$ cat src/cpc_pkg.sv
// Shared constants and types of the companding codec
package cpc_pkg;

    // ------------------------------------------------------------
    // Widths
    // ------------------------------------------------------------
    localparam int LIN_W  = 14;
    localparam int CODE_W = 8;

    typedef logic signed [LIN_W-1:0] cpc_lin_t;
    typedef logic [CODE_W-1:0]       cpc_code_t;
    typedef logic [6:0]              cpc_num_t;

    // ------------------------------------------------------------
    // Law selection
    // ------------------------------------------------------------
    typedef enum logic {
        CPC_LAW_A  = 1'b0,
        CPC_LAW_MU = 1'b1
    } cpc_law_t;

    // ------------------------------------------------------------
    // Scale and code constants
    // ------------------------------------------------------------
    localparam logic [LIN_W-1:0]  CPC_A_FULL     = 14'h1000;
    localparam logic [LIN_W-1:0]  CPC_MU_FULL    = 14'h1fdf;
    localparam logic [LIN_W:0]    CPC_MU_BIAS    = 15'h0021;
    localparam cpc_code_t         CPC_A_EVEN_INV = 8'h55;
    localparam cpc_num_t          CPC_NUM_MAX    = 7'h7f;
    localparam int                CPC_SIGN_BIT   = 7;
    localparam logic [3:0]        CPC_A_SEG0_MSB = 4'h5;
    localparam logic [3:0]        CPC_A_SEG_OFS  = 4'h4;
    localparam logic [3:0]        CPC_MU_SEG_OFS = 4'h5;

endpackage

$ cat src/cpc_dec_if.sv
// Carrier between the codec top and its decoder core
`timescale 1ns/1ps
interface cpc_dec_if;
    import cpc_pkg::*;
    cpc_law_t  law;
    cpc_code_t code;
    cpc_lin_t  lin;

    modport dec  (input law, input code, output lin);
    modport user (output law, output code, input lin);
endinterface

$ cat src/cpc_pcm_decoder.sv
// PCM character to linear sample decoder core
`timescale 1ns/1ps
module cpc_pcm_decoder
    import cpc_pkg::*;
(
    cpc_dec_if.dec dec
);

    // ------------------------------------------------------------
    // Reconstruction at interval midpoints, mu-law zero code to zero
    // ------------------------------------------------------------
    cpc_code_t         plain;
    cpc_num_t          num;
    logic [2:0]        grp;
    logic [LIN_W-1:0]  mag;
    logic [LIN_W-1:0]  base;

    always_comb begin
        plain = dec.code;
        num   = '0;
        mag   = '0;
        base  = '0;
        if (dec.law == CPC_LAW_A) begin
            plain = dec.code ^ CPC_A_EVEN_INV;
            num   = plain[6:0];
        end else begin
            num   = ~dec.code[6:0];
        end
        grp  = num[6:4];
        base = LIN_W'({1'b1, num[3:0]});
        if (dec.law == CPC_LAW_A) begin
            if (grp == 3'h0) begin
                mag = LIN_W'({num, 1'b1});
            end else begin
                mag = (base << grp) + (LIN_W'(1) << (grp - 3'h1));
            end
        end else begin
            if (num == '0) begin
                mag = '0;
            end else begin
                mag = (base << ({1'b0, grp} + 4'h1)) - LIN_W'(CPC_MU_BIAS)
                    + (LIN_W'(1) << grp);
            end
        end
        dec.lin = plain[CPC_SIGN_BIT] ? cpc_lin_t'(mag) : -cpc_lin_t'(mag);
    end

endmodule

$ cat src/cpc_codec.sv
// A-law / mu-law companding codec, encoder and decoder paths
// ------------------------------------------------------------
// Summary of operation
// A-law positive code is 128 plus n
// A-law even bits inverted, decoder undoes
// First bit: 0 negative, 1 positive
// A-law decode outputs decision interval midpoint
// Mu-law positive code 255 minus n, zero all ones
// Mu-law decode zero, else interval midpoint
// A-law scale spans 4096 units
// Mu-law scale spans 8159 units
// Above decision 127 maps to top code
// Exact decision value starts its interval
// Full scale or more saturates, sign kept
// ------------------------------------------------------------
`timescale 1ns/1ps
module cpc_codec
    import cpc_pkg::*;
(
    // Clock and reset
    input  wire logic      mclk,
    input  wire logic      rstn,
    // Law selection
    input  wire cpc_law_t  law,
    // Linear to PCM
    input  wire logic      enc_valid,
    input  wire cpc_lin_t  enc_lin,
    output logic           pcm_valid,
    output cpc_code_t      pcm_out,
    // PCM to linear
    input  wire logic      dec_valid,
    input  wire cpc_code_t dec_pcm,
    output logic           lin_valid,
    output cpc_lin_t       lin_out
);

    // ------------------------------------------------------------
    // Helpers
    // ------------------------------------------------------------
    function automatic logic [3:0] msb_pos(input logic [LIN_W:0] v);
        logic [3:0] p;
        p = '0;
        for (int i = 0; i <= LIN_W; i++) begin
            if (v[i]) begin
                p = 4'(i);
            end
        end
        return p;
    endfunction

    // ------------------------------------------------------------
    // Encoder
    // ------------------------------------------------------------
    logic              neg;
    logic [LIN_W-1:0]  mag;
    logic [LIN_W:0]    biased;
    logic [3:0]        pos;
    logic [3:0]        sh;
    cpc_num_t          num;
    cpc_code_t         code;

    always_comb begin
        neg    = enc_lin[LIN_W-1];
        mag    = neg ? LIN_W'(-enc_lin) : LIN_W'(enc_lin);
        biased = '0;
        pos    = '0;
        sh     = '0;
        num    = '0;
        if (law == CPC_LAW_A) begin
            pos = msb_pos({1'b0, mag});
            if (mag >= CPC_A_FULL) begin
                num = CPC_NUM_MAX;
            end else if (pos <= CPC_A_SEG0_MSB) begin
                num = mag[6:0] >> 1;
            end else begin
                sh  = pos - CPC_A_SEG_OFS;
                num = {sh[2:0], 4'(mag >> sh)};
            end
            code = {~neg, num} ^ CPC_A_EVEN_INV;
        end else begin
            biased = {1'b0, mag} + CPC_MU_BIAS;
            pos    = msb_pos(biased);
            if (mag >= CPC_MU_FULL) begin
                num = CPC_NUM_MAX;
            end else begin
                sh  = pos - CPC_A_SEG_OFS;
                num = {3'(pos - CPC_MU_SEG_OFS), 4'(biased >> sh)};
            end
            code = {~neg, ~num};
        end
    end

    // ------------------------------------------------------------
    // Decoder core
    // ------------------------------------------------------------
    cpc_dec_if dif ();

    assign dif.law  = law;
    assign dif.code = dec_pcm;

    cpc_pcm_decoder u_dec (
        .dec (dif.dec)
    );

    // ------------------------------------------------------------
    // Output registers
    // ------------------------------------------------------------
    logic      pcm_valid_d;
    logic      pcm_valid_q;
    cpc_code_t pcm_out_d;
    cpc_code_t pcm_out_q;
    logic      lin_valid_d;
    logic      lin_valid_q;
    cpc_lin_t  lin_out_d;
    cpc_lin_t  lin_out_q;

    always_comb begin
        pcm_valid_d = enc_valid;
        pcm_out_d   = enc_valid ? code : pcm_out_q;
        lin_valid_d = dec_valid;
        lin_out_d   = dec_valid ? dif.lin : lin_out_q;
    end

    always_ff @(posedge mclk) begin
        if (!rstn) begin
            pcm_valid_q <= 1'b0;
            pcm_out_q   <= '0;
            lin_valid_q <= 1'b0;
            lin_out_q   <= '0;
        end else begin
            pcm_valid_q <= pcm_valid_d;
            pcm_out_q   <= pcm_out_d;
            lin_valid_q <= lin_valid_d;
            lin_out_q   <= lin_out_d;
        end
    end

    assign pcm_valid = pcm_valid_q;
    assign pcm_out   = pcm_out_q;
    assign lin_valid = lin_valid_q;
    assign lin_out   = lin_out_q;
endmodule

$ cat config.mk
export PLATFORM = sky130hd
export DESIGN_NAME = cpc_codec
export DESIGN_NICKNAME = d
export VERILOG_FILES = /design/src/cpc_pkg.sv /design/src/cpc_dec_if.sv /design/src/cpc_pcm_decoder.sv /design/src/cpc_codec.sv
export SDC_FILE = /design/constraint.sdc
export NUM_CORES = 1
export LEC_CHECK = 0
export BUFFER_PORTS_ARGS = -buffer_cell sky130_fd_sc_hd__clkbuf_2
export CAP_MARGIN = 20
export CORE_ASPECT_RATIO = 1.2
export CORE_UTILIZATION = 64
export CTS_BUF_LIST = sky130_fd_sc_hd__clkbuf_4 sky130_fd_sc_hd__clkbuf_8
export DETAILED_ROUTE_END_ITERATION = 6
export HOLD_SLACK_MARGIN = 0.15
export PLACE_DENSITY = 0.9
export SYNTH_ARGS = -nofsm -noshare
export SYNTH_HDL_FRONTEND = slang
export SYNTH_HIERARCHICAL = 1
export SYNTH_SLANG_ARGS = --single-unit
$ cat constraint.sdc
create_clock -name mclk -period 6.3 [get_ports mclk]
set_input_delay 0.63 -clock mclk [delete_from_list [all_inputs] [get_ports mclk]]
set_output_delay 0.63 -clock mclk [all_outputs]
set_load 0.03 [all_outputs]
### Yosys cells after proc, flatten, opt, wreduce, memory -nomap -nowiden

Cells that the tools add are included.

| operators by class | value |
|---|---|
| reductions and logical operators | 2 |
| shift operators | 6 |
| $lt $le $gt $ge | 3 |
| multiplexer cells | 41 |
| add/sub/neg operators | 11 |
| bitwise operators | 5 |

Operators by type and width:

| kind | count |
|---|---|
| two-way mux 4 bit | 27 |
| two-way mux 14 bit | 5 |
| two-way mux 7 bit | 7 |
| adder 14 bit | 2 |
| greater-or-equal comparator 14 x 13 -> 1 bit, second input constant | 2 |
| negator 14 bit | 2 |
| << shifter 1 x 3 -> 14 bit, first input constant | 2 |
| adder 14 x 6 -> 15 bit, second input constant | 1 |
| right shift 15 x 4 -> 4 bit | 1 |
| NOT 7 bit | 2 |
| << shifter 5 x 3 -> 14 bit | 1 |
| << shifter 5 x 4 -> 14 bit | 1 |
| right shift 14 x 4 -> 4 bit | 1 |
| subtractor 14 x 6 -> 14 bit, second input constant | 1 |
| NOT 4 bit | 2 |
| subtractor 4 x 3 -> 4 bit, second input constant | 2 |
| zero test 7 bit | 1 |
| adder 3 x 1 -> 4 bit, second input constant | 1 |
| <= comparator 4 x 3 -> 1 bit, second input constant | 1 |
| zero test 3 bit | 1 |
| subtractor 3 x 1 -> 3 bit, second input constant | 1 |
| subtractor 3 bit, second input constant | 1 |
| two-way mux 1 bit | 2 |
| NOT 1 bit | 1 |

| storage, ports and cells | value |
|---|---|
| register bits after elaboration | 24 |
| word-level logic and storage cells | 72 |
| input port bits | 27 |
| output and inout bits | 24 |

### Longest topological paths before layout

| logic depth | value |
|---|---|
| depth after elaboration | 24 |
| mapped depth | 24 |
| gate-level depth less buffers | 21 |

### By module

Netlist, hierarchy kept.

Modules (own cells, without submodules):

| module | cells an instance | sequential area each (um2) | area an instance (um2) | instances |
|---|---|---|---|---|
| cpc_codec | 425 | 480.5 | 3298.2 | 1 |
| cpc_pcm_decoder | 380 | 0.0 | 2566.2 | 1 |

### Worst setup path after synthesis

OpenSTA, ideal clock, no wires.

| timing path | value |
|---|---|
| path kind | input to register |
| start point | input dec_pcm[5] |
| end point | register lin_out_q[10], in the netlist lin_out[10] |
| required time | 6172 ps |
| stages | 22 |
| arrival time | 4983 ps |
| setup time | 128 ps |
| path buffers | 3 |
| path slack | 1189 ps |
| path through | buf_6 -> xor2_1 -> ha_1 -> ha_1 -> buf_1 -> clkbuf_1 -> or3_1 -> ha_1 -> inv_1 -> ha_1 -> inv_1 -> fa_1 -> nand2b_1 -> a21oi_1 -> o22ai_1 -> xnor2_1 -> a22o_1 -> nor4_1 -> a31oi_1 -> xnor2_1 -> mux2i_1 -> nor2_1 |

| between the ends | value |
|---|---|
| word-level cells in the longest chain between the ends | 10 |
| elaborated cells between the ends (all ways) | 18 |
| classes of those cells | 6 x add/sub; 4 x shift; 5 x mux; 1 x bitwise; 2 x reduce/logical |

RTL lines:

| item | line | text |
|---|---|---|
| start, declared | cpc_codec.sv:32 | `input wire cpc_code_t dec_pcm,` |
| NOT 7 bit | cpc_pcm_decoder.sv:27 | `num = ~dec.code[6:0];` |
| two-way mux 7 bit * | cpc_pcm_decoder.sv:23 | `if (dec.law == CPC_LAW_A) begin` |
| adder 3 x 1 -> 4 bit | cpc_pcm_decoder.sv:41 | `mag = (base << ({1'b0, grp} + 4'h1)) - LIN_W'(CPC_MU_BIAS)` |
| << shifter 5 x 4 -> 14 bit | cpc_pcm_decoder.sv:41 |  |
| subtractor 14 x 6 -> 14 bit | cpc_pcm_decoder.sv:41 |  |
| adder 14 bit | cpc_pcm_decoder.sv:42 | `+ (LIN_W'(1) << grp);` |
| two-way mux 14 bit | cpc_pcm_decoder.sv:38 | `if (num == '0) begin` |
| two-way mux 14 bit * | cpc_pcm_decoder.sv:31 | `if (dec.law == CPC_LAW_A) begin` |
| negator 14 bit | cpc_pcm_decoder.sv:45 | `dec.lin = plain[CPC_SIGN_BIT] ? cpc_lin_t'(mag) : -cpc_lin_t'(mag);` |
| two-way mux 14 bit * | cpc_pcm_decoder.sv:45 |  |
| via dif.lin[10] | cpc_dec_if.sv:7 | `cpc_lin_t lin;` |
| end signal, assigned | cpc_codec.sv:134 | `lin_out_q <= lin_out_d;` |
| end, declared | cpc_codec.sv:115 | `cpc_lin_t lin_out_q;` |

Mark *: on every way through the listed nets, which the timed path passes. The rest lies on a longest branch.
A chain may end at the register's enable or synchronous reset.

### Final worst setup path

| timing path | value |
|---|---|
| start point | input dec_pcm[5] |
| end point | register lin_out_q[13], in the netlist lin_out[13] |

Same word-level chain as after synthesis.

==> results.json <==
{
  "fp.coreArea_mm2": 0.00875,
  "dp_hpwl_mm": 13.3,
  "slowest_stage": "xor2_1",
  "tns_ps": 0,
  "antenna_found_initial": 0,
  "ys_ff_latch": 24,
  "multiInputGateArea_mm2": 0.00495,
  "row_count": 37,
  "die_area_mm2": 0.00955,
  "drt-total-wl_mm": 17.6,
  "area_delta_synth_final_pct": 4.18,
  "routedWlPerCell_um": 18.9,
  "hold_viol": 0,
  "final_util_pct": 69.8,
  "layout.area.seq_um2": 480,
  "post-cts-setup-buffers": 0,
  "cts_htree_levels": 1,
  "crit_path_start_kind": "input port",
  "syn_inst": 805,
  "power_mw": 1.13,
  "synth_top_area_share_pct": 8.53,
  "post-synth-top-area-cell": "ha_1",
  "synthTopCellsByArea": "ha_1, dfxtp_1, xnor2_1",
  "hold_path.class": "reg -> reg",
  "ys_top_cells_by_count": "nor2_1, nand2_1, a21oi_1",
  "path_max_fanout": 17,
  "p_leak_nw": 2.54,
  "ys.flop_type": "dfxtp_1",
  "finalSetupViolCount": 0,
  "port_buffers": 50,
  "cts_tree": "yes",
  "critPathKind": "in -> reg",
  "synthSimpleGateAreaFrac_pct": 26.8,
  "worstMarginPinSlew_ps": 919,
  "synthMuxAreaShare_pct": 7.70,
  "num_io_pins": 51,
  "firstDrtPassIters": 7,
  "final.period_utilization_pct": 86.0,
  "ant_nets": 0,
  "slew_viol_final": 0,
  "vias": 6391,
  "path_clk_slew_ps": 90,
  "cts_max_path_buffers": 2,
  "nets": 884,
  "numCtsBuffers": 3,
  "timing.hold.ws_ps": 485,
  "skew_ps": 0,
  "die_h_um": 107,
  "synth_compound_area_share_pct": 32.2,
  "ctsHoldBuffers": 0,
  "endpoint_kind": "flip-flop",
  "dieWidth_um": 89.4,
  "clockRootBuffer": "clkbuf_8",
  "ir_worst_vdd_uv": 122,
  "grt_first_pass_wirelength_mm": 29.0,
  "cts_resized": 0,
  "worstPathCellList": "clkbuf_2 -> xor2_1 -> ha_1 -> ha_1 -> nor4_1 -> nand2_1 -> ha_1 -> inv_1 -> ha_1 -> inv_1 -> fa_1 -> nand2b_1 -> a21oi_1 -> xor2_1 -> o21ai_0 -> o211ai_1 -> nor3_1 -> a311oi_1 -> nand3b_1 -> mux2i_1 -> nor2_1",
  "critPathArrivalTime_ps": 5580,
  "cp_top_family": "adder cells",
  "synth_area_mm2": 0.00586,
  "maxCapViolCount": 0,
  "synth_edf_count": 0,
  "yosysMostFrequentCell": "nor2_1",
  "timing.final.crit_period_ps": 5420,
  "fmax_mhz": 184,
  "synth.avg_cell_area_um2": 7.28,
  "num-fill-cells": 741,
  "post-route-drc-count": 0,
  "grt_max_degree": 34,
  "crit_top_cell": "ha_1",
  "path_buf_inv": 3,
  "drt_iter0_markers": 516,
  "synth_warnings": 6,
  "avgViaCountPerCell": 6.86,
  "grt_usage_pct": 38.1,
  "status": "finished clean",
  "clkLatencyLatePin_ps": 270,
  "synth-seq-area-share_pct": 8.19,
  "rsz0062_at_grt": "false",
  "powerDensity_mw_per_mm2": 186,
  "synth_top_family_by_area": "compound AO/OA/AOI/OAI gates",
  "drive_above_1_share_pct": 14.5,
  "start_util_pct": 67.0,
  "ys_types": 108,
  "relSlewSlack_pct": 38.7,
  "antenna_cells": 0,
  "cts.sinks": 24,
  "gp_congestion": 0.979,
  "grt_overflow": 0,
  "worstPathRequired_ps": 6460,
  "synth_fa_ha_area_share_pct": 9.22,
  "async_flop_share_pct": 0,
  "synthXorXnorAreaFrac_pct": 8.60,
  "grt_pass1_vias": 6077,
  "slowest_delay_ps": 510,
  "synth_nets": 874
}
[per-stage QoR]
step | instance area, µm² | instances | worst slack, ps
detailed placement | 6050 | 927 | 681
global placement | 6050 | 927 | 925
floorplan | 5860 | 805 | 1190
finish | 6110 | 931 | 880
CTS | 6110 | 931 | 965
global route | 6110 | 931 | 456
[where the power goes]
part | internal (mW) | switching (mW)
combinational | 0.319 | 0.521
sequential | 0.174 | 0.0131
clock | 0.0559 | 0.0502
total | 0.549 | 0.584
[kinds of logic (layout without fill, tap and decap cells)]
logic type,Yosys count,in the layout
XOR/XNOR,55,55
AO/OA/AOI/OAI,252,252
adder cells (fa/ha/maj),42,42
multiplexers,39,39
buffers and inverters,96,105
flip-flops,24,24
AND/OR/NAND/NOR,297,297
[layout by cell type, fill, tap and decap left out, types with 6 or more instances in the layout]
master     n
a211oi_1  16
clkbuf_2  50
nor2_1    73
xor2_1    17
mux2_2     7
or2_2     11
a31oi_1   15
nand2_1   57
o31ai_1    7
o211ai_1   7
ha_1      40
and2_1    16
or3_1     17
nand4_1    7
buf_4      7
inv_1     39
a22oi_1    6
nor4_1     8
dfxtp_1   24
o21ai_0   39
a21oi_1   53
o22ai_1    8
xnor2_1   35
nand2b_1  19
nand3_1   28
mux2i_1   26
nor3_1    19
a21o_1     9
[worst min-delay path: cells and delay by family, from the launching register on]
family | cells | cell delay, ps
flops | 1 | 310
simple gates | 2 | 130
[worst paths after layout]
| path | depth (start not counted) | slack, ps | end | startpoint |
|---|---|---|---|---|
| setup / recovery | 21 | 880 | lin_out[13]$_SDFFE_PN0P_ | dec_pcm[5] |
| hold / removal | 2 | 480 | pcm_out[5]$_SDFFE_PN0P_ | pcm_out[5]$_SDFFE_PN0P_ |
| setup reg to reg | 3 | 5310 | pcm_out[3]$_SDFFE_PN0P_ | pcm_out[3]$_SDFFE_PN0P_ |
| hold reg to reg | 2 | 480 | pcm_out[5]$_SDFFE_PN0P_ | pcm_out[5]$_SDFFE_PN0P_ |
[layout make-up]
type	count	share of cell area, %
clock buffers	4	0.901
inverters	44	2.79
multi-input cells	685	81.1
flip-flops and latches	24	7.86
well taps	117	2.40
repair buffers	57	4.96
[registers in the layout (all words and copies together), names as in the netlist]
register,count
lin_out,14
lin_valid,1
pcm_out,8
pcm_valid,1
[routing by layer]
metal | track usage, % | wire length [µm] | vias to the layer above
met1 | 41.4 | 6650 | 2972
met3 | 10.0 | 1200 | 98
li1 | - | - | 3023
met4 | 23.8 | 1120 | 0
met5 | 0 | 0 | -
met2 | 64.6 | 8590 | 298
Power figures use the tool's default switching activity.
